`src/dram_ctrl_pkg.sv`:
```
package dram_ctrl_pkg;

  localparam int          REG_ADDR_W     = 4;
  localparam int          REG_DATA_W     = 8;
  localparam int          PIN_ADDR_W     = 22;
  localparam int          BUS_ADDR_W     = 24;

  // Register offsets
  localparam logic [3:0]  BCR_OFS        = 4'h0;
  localparam logic [3:0]  DCR_OFS        = 4'h1;
  localparam logic [3:0]  WAIT_CONTROL_REG_ONE_OFS       = 4'h2;
  localparam logic [3:0]  WAIT_CONTROL_REG_TWO_OFS       = 4'h3;
  localparam logic [3:0]  RCR_OFS        = 4'h4;
  localparam logic [3:0]  STAT_OFS       = 4'h5;

  // bus_control_reg fields
  localparam int          DRAM_EN_BIT    = 0;
  // dram_area_control_reg fields
  localparam int          MUX_EN_BIT     = 0;
  localparam int          MUX_LO_BIT     = 1;
  localparam int          MUX_HI_BIT     = 2;
  localparam int          CAS_DUTY_BIT   = 3;
  localparam int          PRECHG_BIT     = 4;
  localparam int          DUAL_STB_BIT   = 5;
  localparam int          BURST_BIT      = 6;
  localparam int          RAS_HOLD_BIT   = 7;
  // wait_control_reg_one / _two fields
  localparam int          RD_PITCH_BIT   = 0;
  localparam int          WR_PITCH_BIT   = 1;
  // refresh_control_reg fields
  localparam int          RFW_LO_BIT     = 0;
  localparam int          RFW_HI_BIT     = 1;
  // status register fields
  localparam int          ST_RAS_BIT     = 0;
  localparam int          ST_BUSY_BIT    = 1;
  localparam int          ST_RFPEND_BIT  = 2;
  localparam int          ST_LASTW_BIT   = 3;

  // Reset values
  localparam logic [7:0]  BCR_RESET      = 8'h00;
  localparam logic [7:0]  DCR_RESET      = 8'h00;
  localparam logic [7:0]  WAIT_CONTROL_REG_ONE_RESET     = 8'h00;
  localparam logic [7:0]  WAIT_CONTROL_REG_TWO_RESET     = 8'h00;
  localparam logic [7:0]  RCR_RESET      = 8'h00;

  localparam logic [2:0]  DRAM_AREA      = 3'h1;
  localparam logic [1:0]  SHIFT_8        = 2'h0;
  localparam logic [1:0]  SHIFT_9        = 2'h1;
  localparam logic [1:0]  PRE_SHORT      = 2'h1;
  localparam logic [1:0]  PRE_LONG       = 2'h2;

  typedef struct packed {
    logic [BUS_ADDR_W-1:0] addr;
    logic [2:0]            area;
    logic                  write;
    logic                  dma;
    logic                  single_addr;
    logic                  wide;
    logic                  upper;
    logic                  lower;
  } acc_req_t;

  typedef struct packed {
    logic ras_n;
    logic upper_column_strobe_n;
    logic lower_column_strobe_n;
    logic upper_write_strobe_n;
    logic lower_write_strobe_n;
  } dram_pins_t;

  localparam dram_pins_t PINS_IDLE = 5'h1F;

endpackage : dram_ctrl_pkg

```
`src/dram_interface_controller.sv`:
```
`timescale 1ns/1ps
module dram_interface_controller (
  input  wire logic                                core_clk,
  input  wire logic                                resetn,
  input  wire logic [dram_ctrl_pkg::REG_ADDR_W-1:0] reg_addr,
  input  wire logic [dram_ctrl_pkg::REG_DATA_W-1:0] reg_wdata,
  input  wire logic                                reg_wr,
  input  wire logic                                reg_rd,
  output logic      [dram_ctrl_pkg::REG_DATA_W-1:0] reg_rdata,
  input  wire logic                                acc_start,
  input  wire dram_ctrl_pkg::acc_req_t             acc_req,
  output logic                                     acc_done,
  input  wire logic                                refresh_req,
  output logic                                     refresh_done,
  input  wire logic                                wait_n,
  output logic      [dram_ctrl_pkg::PIN_ADDR_W-1:0] dram_addr,
  output dram_ctrl_pkg::dram_pins_t                dram_pins,
  output logic                                     cas_short_high,
  output logic                                     busy
);
  import dram_ctrl_pkg::*;

  typedef enum logic [3:0] {
    ST_IDLE, ST_PRE, ST_ROW, ST_COL1, ST_COLW, ST_COL2, ST_SILENT,
    ST_REF_CAS, ST_REF_RAS, ST_REF_WAIT, ST_REF_END
  } state_t;

  logic [7:0]            bcr_q;
  logic [7:0]            dcr_q;
  logic [7:0]            wait_control_reg_one_q;
  logic [7:0]            wait_control_reg_two_q;
  logic [7:0]            rcr_q;
  state_t                state_q;
  state_t                state_d;
  acc_req_t              cur_q;
  logic [1:0]            cnt_q;
  logic [1:0]            cnt_d;
  logic                  ras_active_q;
  logic                  ras_active_d;
  logic [BUS_ADDR_W-1:0] last_row_q;
  logic                  last_write_q;
  logic                  rf_pend_q;

  logic                  is_dram;
  logic                  hit;
  logic                  req_long;
  logic                  cur_long;
  logic                  take;
  logic                  finish;
  logic [1:0]            shift_sel;
  logic [1:0]            ref_waits;
  acc_req_t              strb_req;
  logic                  col_phase;
  logic                  ref_phase;
  logic [7:0]            status_word;

  // Row part of an address for the programmed shift
  function automatic logic [BUS_ADDR_W-1:0] row_of(input logic [BUS_ADDR_W-1:0] a,
                                                   input logic [1:0] sel);
    if (sel == SHIFT_8) begin
      row_of = a >> 8;
    end else if (sel == SHIFT_9) begin
      row_of = a >> 9;
    end else begin
      row_of = a >> 10;
    end
  endfunction : row_of

  // Pitch bit that covers this kind of access
  function automatic logic pitch_of(input acc_req_t r, input logic [7:0] w1,
                                    input logic [7:0] w2);
    if (r.dma) begin
      pitch_of = r.write ? w2[WR_PITCH_BIT] : w2[RD_PITCH_BIT];
    end else begin
      pitch_of = r.write ? w1[WR_PITCH_BIT] : w1[RD_PITCH_BIT];
    end
  endfunction : pitch_of

  // Column phase of the sequencer, where byte strobes are driven
  function automatic logic is_col(input state_t s);
    is_col = (s == ST_COL1) || (s == ST_COLW) || (s == ST_COL2);
  endfunction : is_col

  // Refresh states that keep both column strobes low
  function automatic logic is_ref(input state_t s);
    is_ref = (s == ST_REF_CAS) || (s == ST_REF_RAS) || (s == ST_REF_WAIT);
  endfunction : is_ref

  // Status snapshot for software
  assign status_word = {4'h0, last_write_q, rf_pend_q, busy, ras_active_q};

  // Which access the strobes describe, and in which phase
  always_comb begin
    strb_req  = (state_q == ST_IDLE) ? acc_req : cur_q;
    col_phase = is_col(state_d);
    ref_phase = is_ref(state_d);
  end

  assign shift_sel = {dcr_q[MUX_HI_BIT], dcr_q[MUX_LO_BIT]};
  assign ref_waits = {rcr_q[RFW_HI_BIT], rcr_q[RFW_LO_BIT]};
  assign is_dram   = bcr_q[DRAM_EN_BIT] && (acc_req.area == DRAM_AREA);
  assign req_long  = pitch_of(acc_req, wait_control_reg_one_q, wait_control_reg_two_q);
  assign cur_long  = pitch_of(cur_q, wait_control_reg_one_q, wait_control_reg_two_q);
  // Page hit, independent of which master issued either access
  assign hit       = dcr_q[BURST_BIT] && ras_active_q
                     && (row_of(acc_req.addr, shift_sel) == last_row_q);
  assign take      = (state_q == ST_IDLE) && !rf_pend_q && acc_start;

  // Register writes
  always_ff @(posedge core_clk or negedge resetn) begin
    if (!resetn) begin
      bcr_q  <= BCR_RESET;
      dcr_q  <= DCR_RESET;
      wait_control_reg_one_q <= WAIT_CONTROL_REG_ONE_RESET;
      wait_control_reg_two_q <= WAIT_CONTROL_REG_TWO_RESET;
      rcr_q  <= RCR_RESET;
    end else if (reg_wr) begin
      if (reg_addr == BCR_OFS) begin
        bcr_q <= reg_wdata;
      end else if (reg_addr == DCR_OFS) begin
        dcr_q <= reg_wdata;
      end else if (reg_addr == WAIT_CONTROL_REG_ONE_OFS) begin
        wait_control_reg_one_q <= reg_wdata;
      end else if (reg_addr == WAIT_CONTROL_REG_TWO_OFS) begin
        wait_control_reg_two_q <= reg_wdata;
      end else if (reg_addr == RCR_OFS) begin
        rcr_q <= reg_wdata;
      end
    end
  end

  // Register reads, data valid the cycle after the strobe
  always_ff @(posedge core_clk or negedge resetn) begin
    if (!resetn) begin
      reg_rdata <= 8'h00;
    end else if (reg_rd) begin
      if (reg_addr == BCR_OFS) begin
        reg_rdata <= bcr_q;
      end else if (reg_addr == DCR_OFS) begin
        reg_rdata <= dcr_q;
      end else if (reg_addr == WAIT_CONTROL_REG_ONE_OFS) begin
        reg_rdata <= wait_control_reg_one_q;
      end else if (reg_addr == WAIT_CONTROL_REG_TWO_OFS) begin
        reg_rdata <= wait_control_reg_two_q;
      end else if (reg_addr == RCR_OFS) begin
        reg_rdata <= rcr_q;
      end else if (reg_addr == STAT_OFS) begin
        reg_rdata <= status_word;
      end else begin
        reg_rdata <= 8'h00;
      end
    end else begin
      reg_rdata <= 8'h00;
    end
  end

  // Pending refresh; a new request wins over the clear
  always_ff @(posedge core_clk or negedge resetn) begin
    if (!resetn) begin
      rf_pend_q <= 1'b0;
    end else if (refresh_req) begin
      rf_pend_q <= 1'b1;
    end else if (state_q == ST_IDLE) begin
      rf_pend_q <= 1'b0;
    end
  end

  // Sequencer
  always_comb begin
    state_d      = state_q;
    cnt_d        = cnt_q;
    ras_active_d = ras_active_q;
    finish       = 1'b0;
    case (state_q)
      ST_IDLE: begin
        if (rf_pend_q) begin
          state_d      = ST_REF_CAS;
          ras_active_d = 1'b0;
        end else if (acc_start && !is_dram) begin
          finish = 1'b1;
          if (!dcr_q[RAS_HOLD_BIT]) begin
            ras_active_d = 1'b0;
          end
        end else if (acc_start && hit) begin
          // Short page writes from either master get a gap; single_addr is not looked at
          if (!req_long && acc_req.write) begin
            state_d = ST_SILENT;
          end else begin
            state_d = ST_COL1;
          end
        end else if (acc_start) begin
          state_d      = ST_PRE;
          ras_active_d = 1'b0;
          cnt_d        = dcr_q[PRECHG_BIT] ? PRE_LONG : PRE_SHORT;
        end
      end
      ST_PRE: begin
        cnt_d = cnt_q - 2'h1;
        if (cnt_q == PRE_SHORT) begin
          state_d      = ST_ROW;
          ras_active_d = 1'b1;
        end
      end
      ST_ROW: begin
        state_d = ST_COL1;
      end
      ST_SILENT: begin
        state_d = ST_COL1;
      end
      ST_COL1: begin
        if (cur_long) begin
          state_d = wait_n ? ST_COL2 : ST_COLW;
        end else begin
          state_d = ST_IDLE;
          finish  = 1'b1;
        end
      end
      ST_COLW: begin
        if (wait_n) begin
          state_d = ST_COL2;
        end
      end
      ST_COL2: begin
        state_d = ST_IDLE;
        finish  = 1'b1;
      end
      ST_REF_CAS: begin
        state_d = ST_REF_RAS;
        cnt_d   = ref_waits;
      end
      ST_REF_RAS: begin
        if (wait_control_reg_one_q[RD_PITCH_BIT] && (ref_waits != 2'h0)) begin
          state_d = ST_REF_WAIT;
        end else begin
          state_d = ST_REF_END;
        end
      end
      ST_REF_WAIT: begin
        cnt_d = cnt_q - 2'h1;
        if (cnt_q == 2'h1) begin
          state_d = ST_REF_END;
        end
      end
      ST_REF_END: begin
        state_d = ST_IDLE;
      end
      default: begin
        state_d = ST_IDLE;
      end
    endcase
    // Without bursting every access closes its row
    if (finish && (state_q != ST_IDLE) && !dcr_q[BURST_BIT]) begin
      ras_active_d = 1'b0;
    end
  end

  always_ff @(posedge core_clk or negedge resetn) begin
    if (!resetn) begin
      state_q      <= ST_IDLE;
      cnt_q        <= 2'h0;
      ras_active_q <= 1'b0;
    end else begin
      state_q      <= state_d;
      cnt_q        <= cnt_d;
      ras_active_q <= ras_active_d;
    end
  end

  // Latched access and open row
  always_ff @(posedge core_clk or negedge resetn) begin
    if (!resetn) begin
      cur_q        <= '0;
      last_row_q   <= '0;
      last_write_q <= 1'b0;
    end else if (take && is_dram) begin
      cur_q        <= acc_req;
      last_row_q   <= row_of(acc_req.addr, shift_sel);
      last_write_q <= acc_req.write;
    end
  end

  // Address pins: row phase shifted, column phase unshifted
  always_ff @(posedge core_clk or negedge resetn) begin
    if (!resetn) begin
      dram_addr <= '0;
    end else if ((state_d == ST_ROW) && dcr_q[MUX_EN_BIT]) begin
      dram_addr <= last_row_q[PIN_ADDR_W-1:0];
    end else if (state_d == ST_ROW) begin
      dram_addr <= cur_q.addr[PIN_ADDR_W-1:0];
    end else if ((state_d == ST_COL1) && (state_q == ST_IDLE)) begin
      dram_addr <= acc_req.addr[PIN_ADDR_W-1:0];
    end else if (state_d == ST_COL1) begin
      dram_addr <= cur_q.addr[PIN_ADDR_W-1:0];
    end
  end

  // Strobe pins
  always_ff @(posedge core_clk or negedge resetn) begin
    if (!resetn) begin
      dram_pins <= PINS_IDLE;
    end else begin
      dram_pins.ras_n <= !(ras_active_d || (state_d == ST_REF_RAS)
                           || (state_d == ST_REF_WAIT));
      if (ref_phase) begin
        dram_pins.upper_column_strobe_n <= 1'b0;
        dram_pins.lower_column_strobe_n <= 1'b0;
        dram_pins.upper_write_strobe_n  <= 1'b1;
        dram_pins.lower_write_strobe_n  <= 1'b1;
      end else if (col_phase && strb_req.wide && !dcr_q[DUAL_STB_BIT]) begin
        dram_pins.upper_column_strobe_n <= !strb_req.upper;
        dram_pins.lower_column_strobe_n <= !strb_req.lower;
        dram_pins.upper_write_strobe_n  <= 1'b1;
        dram_pins.lower_write_strobe_n  <= !strb_req.write;
      end else if (col_phase && strb_req.wide) begin
        dram_pins.upper_column_strobe_n <= 1'b1;
        dram_pins.lower_column_strobe_n <= 1'b0;
        dram_pins.upper_write_strobe_n  <= !(strb_req.write && strb_req.upper);
        dram_pins.lower_write_strobe_n  <= !(strb_req.write && strb_req.lower);
      end else if (col_phase) begin
        dram_pins.upper_column_strobe_n <= 1'b1;
        dram_pins.lower_column_strobe_n <= 1'b0;
        dram_pins.upper_write_strobe_n  <= 1'b1;
        dram_pins.lower_write_strobe_n  <= !strb_req.write;
      end else begin
        dram_pins.upper_column_strobe_n <= 1'b1;
        dram_pins.lower_column_strobe_n <= 1'b1;
        dram_pins.upper_write_strobe_n  <= 1'b1;
        dram_pins.lower_write_strobe_n  <= 1'b1;
      end
    end
  end

  // Handshake and duty select
  always_ff @(posedge core_clk or negedge resetn) begin
    if (!resetn) begin
      acc_done       <= 1'b0;
      refresh_done   <= 1'b0;
      busy           <= 1'b0;
      cas_short_high <= 1'b0;
    end else begin
      acc_done       <= finish;
      refresh_done   <= (state_q == ST_REF_END);
      busy           <= (state_d != ST_IDLE) || rf_pend_q || refresh_req;
      // Pad timing shortens the CAS high part only in short pitch columns
      cas_short_high <= dcr_q[CAS_DUTY_BIT] && (state_d == ST_COL1)
                        && !((state_q == ST_IDLE) ? req_long : cur_long);
    end
  end

endmodule : dram_interface_controller

```
`config.mk`:
```
export PLATFORM = sky130hd
export DESIGN_NAME = dram_interface_controller
export DESIGN_NICKNAME = d
export VERILOG_FILES = /design/src/dram_ctrl_pkg.sv /design/src/dram_interface_controller.sv
export SDC_FILE = /design/constraint.sdc
export NUM_CORES = 1
export LEC_CHECK = 0
export ABC_AREA = 1
export BUFFER_PORTS_ARGS = -buffer_cell sky130_fd_sc_hd__buf_4
export CORE_ASPECT_RATIO = 1.1
export CORE_MARGIN = 1.5
export CORE_UTILIZATION = 58
export CTS_BUF_LIST = sky130_fd_sc_hd__clkbuf_8 sky130_fd_sc_hd__clkbuf_16
export CTS_CLUSTER_SIZE = 40
export DETAILED_ROUTE_END_ITERATION = 10
export PLACE_DENSITY = 0.76
export RECOVER_POWER = 50
export SLEW_MARGIN = 20
export SYNTH_ARGS = -nofsm -noshare
export SYNTH_HDL_FRONTEND = slang
export SYNTH_SLANG_ARGS = --single-unit
```
`constraint.sdc`:
```
create_clock -name core_clk -period 3.3 [get_ports core_clk]
set_clock_uncertainty 0.1 [all_clocks]
set_input_delay 0.165 -clock core_clk [delete_from_list [all_inputs] [get_ports core_clk]]
set_output_delay 0.165 -clock core_clk [all_outputs]
set_load 0.005 [all_outputs]
```
== Yosys cells after proc, flatten, opt, wreduce, memory -nomap -nowiden ==
Cells that the tools add are included.

* Register bits after elaboration: 139

* Reductions and logical operators: 57
* Multiplexer cells: 57
* Equality and inequality tests: 30
* Bitwise operators: 4
* $add $sub $neg: 1

{| class="wikitable"
|+ Operators by type and width
! kind !! count
|-
| two-way mux 22 bit || 4
|-
| two-way mux 8 bit || 6
|-
| two-way mux 4 bit || 10
|-
| == test 4 x 3 -> 1 bit, second input constant || 9
|-
| one-hot mux 4 bit (8 select lines) || 1
|-
| == test 24 bit || 1
|-
| == test 4 x 2 -> 1 bit, second input constant || 6
|-
| == test 4 bit, second input constant || 5
|-
| logical AND 1 bit || 20
|-
| two-way mux 1 bit || 20
|-
| two-way mux 16 bit || 1
|-
| two-way mux 15 bit || 1
|-
| logical NOT 1 bit || 12
|-
| two-way mux 2 bit || 6
|-
| two-way mux 3 bit || 4
|-
| nonzero test 4 bit || 3
|-
| AND reduction 5 bit || 2
|-
| == test 4 x 1 -> 1 bit, second input constant || 2
|-
| logical NOT 4 bit || 2
|-
| logical OR 1 bit || 8
|-
| inequality test 2 bit, second input constant || 4
|-
| two-way mux 6 bit || 1
|-
| one-hot mux 2 bit (3 select lines) || 1
|-
| AND reduction 6 bit || 1
|-
| other kinds (13) || 19
|}

== Depth between registers and ports, before layout ==
Gate-level depths: netlist of the first run.

* Depth in word-level cells: 17
* Depth in mapped cells: 21
* Mapped depth without buffers: 21

== Worst setup path after synthesis of the first run ==
No wires, ideal clock.

* Path kind: register -> register
* From: register dcr_q[2]
* To: register dram_addr[2] (netlist name)
* Arrival: 2.223 ns
* Data required time: 3.079 ns
* Slack: 0.856 ns
* Stages on the path, launching flop included: 20
* Clock period less this slack: 2.444 ns
* Cells stage by stage: dfrtp_1 -> buf_4 -> nor2_4 -> buf_4 -> nand2_1 -> nand3_1 -> nand2_1 -> nand2_1 -> nand3_1 -> nor2_1 -> nand3_1 -> nand3_1 -> nand2_1 -> nand2_2 -> inv_2 -> a21oi_4 -> buf_2 -> nand4_1 -> nand3_1 -> nand2_1

* Cells in the longest elaborated chain, start to end: 15
* Elaborated cells between the ends (all ways): 19
* Classes of those cells: 4 x eq/ne; 9 x mux; 6 x reduce/logical

{| class="wikitable"
|+ RTL lines
! element !! line !! source
|-
| start, declared || dram_interface_controller.sv:29 || <nowiki>logic [7:0] dcr_q;</nowiki>
|-
| start signal, assigned || dram_interface_controller.sv:121 || <nowiki>dcr_q <= reg_wdata;</nowiki>
|-
| == test 2 x 1 -> 1 bit || dram_interface_controller.sv:62 || <nowiki>end else if (sel == SHIFT_9) begin</nowiki>
|-
| two-way mux 15 bit || dram_interface_controller.sv:62 ||
|-
| two-way mux 16 bit * || dram_interface_controller.sv:60 || <nowiki>if (sel == SHIFT_8) begin</nowiki>
|-
| == test 24 bit * || dram_interface_controller.sv:106 || <nowiki>&& (row_of(acc_req.addr, shift_sel) == last_row_q);</nowiki>
|-
| logical AND 1 bit * || dram_interface_controller.sv:106 ||
|-
| logical AND 1 bit * || dram_interface_controller.sv:184 || <nowiki>end else if (acc_start && hit) begin</nowiki>
|-
| two-way mux 4 bit * || dram_interface_controller.sv:184 ||
|-
| two-way mux 4 bit * || dram_interface_controller.sv:179 || <nowiki>end else if (acc_start && !is_dram) begin</nowiki>
|-
| two-way mux 4 bit * || dram_interface_controller.sv:176 || <nowiki>if (rf_pend_q) begin</nowiki>
|-
| one-hot mux 4 bit (8 select lines) * || dram_interface_controller.sv:174 || <nowiki>case (state_q)</nowiki>
|-
| named net state_d[1] || dram_interface_controller.sv:34 || <nowiki>state_t state_d;</nowiki>
|-
| == test 4 x 2 -> 1 bit || dram_interface_controller.sv:290, dram_interface_controller.sv:292 ||
|-
| logical AND 1 bit || dram_interface_controller.sv:290 || <nowiki>end else if ((state_d == ST_COL1) && (state_q == ST_IDLE)) begin</nowiki>
|-
| two-way mux 22 bit || dram_interface_controller.sv:290 ||
|-
| two-way mux 22 bit || dram_interface_controller.sv:288 || <nowiki>end else if (state_d == ST_ROW) begin</nowiki>
|-
| two-way mux 22 bit || dram_interface_controller.sv:286 || <nowiki>end else if ((state_d == ST_ROW) && dcr_q[MUX_EN_BIT]) begin</nowiki>
|-
| end signal, assigned || dram_interface_controller.sv:287 || <nowiki>dram_addr <= last_row_q[PIN_ADDR_W-1:0];</nowiki>
|-
| end signal, assigned || dram_interface_controller.sv:289 || <nowiki>dram_addr <= cur_q.addr[PIN_ADDR_W-1:0];</nowiki>
|-
| end signal, assigned || dram_interface_controller.sv:291 || <nowiki>dram_addr <= acc_req.addr[PIN_ADDR_W-1:0];</nowiki>
|-
| end, declared || dram_interface_controller.sv:16 || <nowiki>output logic [dram_ctrl_pkg::PIN_ADDR_W-1:0] dram_addr,</nowiki>
|}

Mark *: on every way through the listed nets, which the timed path passes. The rest lies on a longest branch.
A chain may end at the register's enable or synchronous reset.

== Worst setup path after layout of the first run ==
* From: register dcr_q[1]
* To: register dram_addr[1] (netlist name)

Same word-level chain as after synthesis.

==> results of run 1 <==
logic make-up (layout without fill, tap and decap cells):
kind of cell               count (synthesis)  in the layout
buffers and inverters                    142            281
and+or+nand+nor                          416            416
AOI/OAI and AO/OA                        161            161
adders and majority gates                  1              1
DFF                                      130            130
repair_timing:
item | 4_1_cts | 5_1_grt
gates resized for setup | 1 | 2
hold buffers | 28 | 0
buffers inserted | 0 | 5
hold endpoints to repair | 147 | 0
pin swaps | 0 | 2
endpoints found under the setup margin | 11 | 23
final cells by class:
class,instances,area [um2]
sequential,130,3260
multi-input combinational,578,2740
fill,834,2670
inverter,109,409
clock inverter,13,120
tap,147,184
timing repair buffer,140,1120
clock buffer,19,453
where the power goes:
part	internal, uW	total (uW)	switching (uW)	leakage (uW)
Sequential	1950	2220	268	0.00171
Combinational	829	2280	1450	0.00215
Clock	1130	1830	693	0.000292
per-layer routing:
layer,track usage (%),share of wire [%],vias up
met5,0,0,-
met4,14.4,3.2,0
met3,7.23,6.8,54
met2,53.6,49,298
met1,38.7,41,2994
li1,-,-,3054
tightest hold or removal path: cells and delay by family:
| kind | cells | cell delay [ns] |
|---|---|---|
| buf+inv | 2 | 0.15 |
| compound gates | 1 | 0.17 |
worst paths after layout:
kind                                from       endpoint  slack, ns
max                             dcr_q[1]   dram_addr[1]       0.24
max reg2reg                     dcr_q[1]   dram_addr[1]       0.24
min                          acc_req[18]      cur_q[18]      0.003
min reg2reg                dram_addr[18]  dram_addr[18]       0.38
max in group asynchronous         resetn   dram_pins[4]       1.02
min in group asynchronous         resetn      cur_q[15]       0.82
layout by cell type (no fill, tap or decap), drive strengths merged:
master       netlist  final
and2               1      1
a31oi              2      2
a31o               1      1
nand3b             2      2
or2                1      1
a32oi              1      1
nand3             48     48
dfrtp            125    125
a21oi             19     19
o22ai              2      2
a41oi              3      3
dfstp              5      5
nand4             38     38
or3                1      1
ha                 1      1
nand2            275    275
a2111oi            1      1
a221oi             6      6
dlygate4sd3        0     28
clkinv             1      7
o21ai            103    103
o31ai              2      2
a22oi             16     16
and3               1      1
a21boi             1      1
nor2              42     42
inv              108    111
o211a              1      1
clkbuf            24     64
clkinvlp           0      2
nor3               4      4
buf                9     67
a211oi             3      3
bufinv             0      2
nor4               3      3
flip-flops by register name (all words and copies together), names as in the netlist:
register,flops
ras_active_q,1
rf_pend_q,1
last_row_q,16
busy,1
cas_short_high,1
state_q,4
last_write_q,1
wait_control_reg_one_q,8
refresh_done,1
wait_control_reg_two_q,8
bcr_q,8
dram_pins,5
dram_addr,22
reg_rdata,8
dcr_q,8
rcr_q,8
cur_q,26
cnt_q,2
acc_done,1
through the flow:
step	area (um2)	hold WS, ns
2_1_floorplan	6530	-0.231
3_3_place_gp	7380	0.276
3_5_place_dp	7380	0.275
4_1_cts	8240	0.0107
5_1_grt	8290	0.00281
6_report	8290	0.00334
==> flow_summary.toml, run 1 <==
[run_status]
status = "finished with violations"
violations = "max-capacitance violations, max-slew violations"

[finish]
fin_util_pct = 75.6
area_growth_pct = 26.9
diodes = 0
finalNonFillerCells = 1136
layout-drive-gt1-share_pct = 15.7
nets = 1029

[critical_path]
critPathCaptureType = "flip-flop"
cp_max_fo = 25
cp.buffers_inverters = 3
cp_cell_sequence = "inv_2 > nor2_4 > buf_12 > nand2_1 > nand4_1 > nand2_1 > nor2_1 > nand2_1 > nor2_1 > nand4_1 > nand2_1 > nand2_1 > nand2_2 > nor2_4 > buf_4 > nand3_4 > nand2_1 > nand3_1 > nand2_1"
crit_type = "flip-flop to flip-flop"
cpMaxStageDelayCell = "dfrtp_1"
crit_required_ns = 3.50
arrival_ns = 3.26
start_kind = "flip-flop"
critical_path_depth = 19
r2r_cells = 19
cpLargestDelayFamily = "simple AND/OR/NAND/NOR gates"
crit_path_frequent_cell = "nand2_1"
critPathMaxStageDelay_ns = 0.50

[synthesis]
synth.cell_area_um2 = 6530
synth-compound-area-share_pct = 14.2
synth_top_area_share_pct = 47.9
yosys.area.top_type = "dfrtp_1"
synth_xor_area_share_pct = 0
synthTopCellsByArea = "dfrtp_1 48%, nand2_1 16%, o21ai_0 7.9%, inv_1 6.1%, nand4_1 3.6%"
synth_top_family_by_area = "simple AND/OR/NAND/NOR gates"
synthArstFlopShare_pct = 100
synth-main-ff-cell = "dfrtp_1"
synth_cell_types = 38
synth.most_common_cell = "nand2_1"
synthCells = 850
synth_mux_area_share_pct = 0
synth.net_count = 903
yosysWarningCount = 0
synthAdderAreaFrac_pct = 0.192
synth_seq_cells = 130
synth-edff-count = 0
yosysSeqAreaShare_pct = 49.9
avgSynthCellArea_um2 = 7.69
synth_common_cells = "272 x nand2_1, 125 x dfrtp_1, 106 x inv_1"
synth-simple-area-share_pct = 27.3

[clock_tree]
cts_made_buffers = 17
cts_sinks = 130
clk_latency_ns = 0.42
clk_path_buf_depth = 2
htree_levels = 4
clock-root-buffer = "clkbuf_16"
path_clk_slew_ns = 0.06
cts_tree = "yes"

[global_route]
grt_util_all_layers_pct = 31.5
overflow = 0
grt_pass1_vias = 6149
grt_max_degree = 87
grt_pass1_wl_mm = 29.4
antenna_found_initial = 0

[sta]
rsz0062_at_grt = "false"
fmax_mhz = 327
setup_tns_ns = 0
fin_crit_ns = 3.06
slew_headroom_pct = -43.0
setup-violations-final = 0
worst_slew_pin_slew_ns = 2.14
min_period_over_period_pct = 92.8
drv_slew = 87
setup_ws_ns = 0.237
hold_viol_final = 0

[power]
p_leak_uw = 0.00416
ir_drop_mv = 0.471
p_per_area_nw_per_um2 = 764
finalPower_uw = 6330

[die]
dieArea_um2 = 11900
fp.coreArea_um2 = 11000
num_rows = 40
pin_count = 91
fp.dieW_um = 104
die_y_um = 114
initial_core_util_pct = 59.6

[hold_path]
hold_path_class = "input port to flip-flop"
holdPathStages = 3

[detailed_routing]
via_per_inst = 5.63
first_iter_violations = 465
drc = 0
vias = 6400
antenna_left = 0
drt_wl_total_mm = 17.9
firstDrtPassIters = 5
avgRoutedWirePerCell_um = 15.8

[placement]
io_buffers = 89
hpwlAfterDp_mm = 11.6
gp_congestion = 0.899
dp.cells = 1071
pre_cts_ws_ns = 0.0435

[job]
max_cap_violations = 1
Power figures use the tool's default switching activity.
==> run 2, diff against run 1 <==
- CORE_ASPECT_RATIO: 1.1 -> 0.6
- HOLD_SLACK_MARGIN: not set -> 0.15
==> run 2 against run 1 <==
Against the previous run: the run now ends clean; count of clock-buffer cells in the layout rose by 1; maximum frequency shrank 1.2%; first-iteration DRC count increased by 69%; global-route usage rose by 1.9 points; largest power group unchanged; highest routed layer unchanged.
==> flow_summary.toml, run 2 (synthesis gave the netlist of run 1 again) <==
[placement]
io_buffers = 89
place_area_um2 = 7370
gp_congestion = 0.898
hpwlAfterDp_mm = 12.3
pre_cts_ws_ns = -0.0395

[finish]
final_cell_mix = "271 x nand2_1, 125 x dfrtp_1, 108 x inv_1, 103 x o21ai_0, 87 x buf_4"
largest_register_ffs = 26
nets = 1047
reg_top3 = "cur_q (26), dram_addr (22), last_row_q (16)"
layout-drive-gt1-share_pct = 16.0
area_growth_pct = 30.8
final_common_cell = "nand2_1"
fillers = 720
diodes = 0
largest_register = "cur_q"
finalInstanceArea_um2 = 8550

[clock_tree]
cts_tree = "yes"
clock-root-buffer = "clkbuf_16"
cts_made_buffers = 17
htree_levels = 4
path_clk_slew_ns = 0.06
cts_sinks = 130
clk_path_buf_depth = 2
clk_latency_ns = 0.42

[detailed_routing]
vias = 6587
firstDrtPassIters = 6
first_iter_violations = 787
drc = 0
drt_wl_total_mm = 19.3
avgRoutedWirePerCell_um = 16.9
via_per_inst = 5.75
antenna_left = 0

[sta]
setup_ws_ns = 0.199
slew_headroom_pct = 6.59
fmax_mhz = 322
setup-violations-final = 0
min_period_over_period_pct = 94.0
drv_slew = 0
worst_slew_pin_slew_ns = 1.40
fin_crit_ns = 3.10
hold_viol_final = 0
rsz0062_at_grt = "false"

[die]
initial_core_util_pct = 60.6
fp.coreArea_um2 = 10800
die_y_um = 85.2
pin_count = 91
fp.dieW_um = 140
dieArea_um2 = 11900
num_rows = 29

[power]
p_sw_uw = 2560
clkPwrFrac_pct = 29.8
combinationalPowerShare_pct = 37.2
p_seq_share_pct = 33.0
p_int_uw = 4220
switching_share_pct = 37.7
p_leak_uw = 0.00428
p_per_area_nw_per_um2 = 792
ir_drop_mv = 0.449

[job]
max_cap_violations = 0

[global_route]
grt_pass1_wl_mm = 30.8
grt_max_degree = 103
overflow = 0
antenna_found_initial = 0
grt_util_all_layers_pct = 33.4
grt_pass1_vias = 6142

[critical_path]
crit_type = "flip-flop to flip-flop"
crit_required_ns = 3.50
critPathCaptureType = "flip-flop"
arrival_ns = 3.30
cp_max_fo = 22
start_kind = "flip-flop"

[hold_path]
hold_path_class = "input port to flip-flop"

[run_status]
status = "finished clean"
-- run 2: cell count changes in the layout (fill, tap and decap cells not counted), moves of 3 or more --
cell           before  now
buf_4              65   87
clkbuf_4           38   19
dlygate4sd3_1      28   45
clkbuf_1            6    2
clkinv_2            5    2
-- run 2: worst paths after layout --
check,from,to,slack (ns),depth (start not counted)
max,dcr_q[1],dram_addr[7],0.20,21
min,reg_addr[3],reg_rdata[5],0.19,5
max reg2reg,dcr_q[1],dram_addr[7],0.20,21
min reg2reg,dram_addr[21],dram_addr[21],0.38,2
max in group asynchronous,resetn,cur_q[13],1.34,3
min in group asynchronous,resetn,dram_pins[3],0.29,2
-- run 2: power groups by stage --
stage | combinational (uW) | sequential [uW] | clock, uW
4_1_cts | 2300 | 2220 | 2020
3_3_place_gp | 2100 | 2230 | 0
2_1_floorplan | 1370 | 2170 | 0
5_1_grt | 2720 | 2270 | 2090
6_report | 2520 | 2230 | 2020
3_5_place_dp | 2160 | 2240 | 0
-- run 2: area by class of cell --
class                   instances  area (um2)  share of cell area [%]
multi-input cells             579        2740                    32.1
flip-flops and latches        130        3260                    38.1
well taps                     139         174                    2.04
inverters                     109         409                    4.79
clock inverters                11         161                    1.89
repair buffers                157        1330                    15.6
clock buffers                  20         467                    5.46
-- run 2: through the flow --
stage	setup TNS (ns)	instances	total power [uW]	hold slack (ns)	utilization (%)
final	0	1145	6770	0.187	79.3
after global routing	0	1145	7090	0.204	79.3
after CTS	0	1138	6540	0.161	78.6
after detailed placement	-0.420	1060	4400	0.00706	68.4
after global placement	0	1060	4330	0.00462	68.4
after floorplan	0	850	3530	-0.231	-
-- run 2: timing repair --
item                       4_1_cts  5_1_grt
gates cloned                     1        0
pin swaps                        2        3
hold endpoints to repair       238        0
setup buffers                    0        7
hold buffers                    46        0
setup endpoints to repair       22       27
resized for setup                0        1
-- run 2: worst max-delay path: stages, from the launching register on --
cell and delay (ns):
dfrtp_1 0.49, inv_2 0.08, nor2_4 0.13, buf_12 0.14
nand2_1 0.07, nand2_1 0.09, nand2_1 0.06, nand2_1 0.06
nand2_1 0.05, nor2_1 0.15, nand2_1 0.08, nor2_2 0.20
nand4_1 0.17, nand2_1 0.09, nand2_1 0.06, nand2_2 0.16
nor2_4 0.07, nand2_2 0.21, nor2_1 0.06, buf_4 0.24
nand3_1 0.13, nand2_1 0.06
-- run 2: layer usage --
| metal | global-route usage (%) | vias up | share of wire, % |
|---|---|---|---|
| met5 | 0 | - | 0 |
| met4 | 9.86 | 0 | 1.2 |
| met3 | 12.4 | 26 | 13 |
| met2 | 50.1 | 399 | 43 |
| met1 | 45.9 | 3083 | 43 |
| li1 | - | 3079 | - |
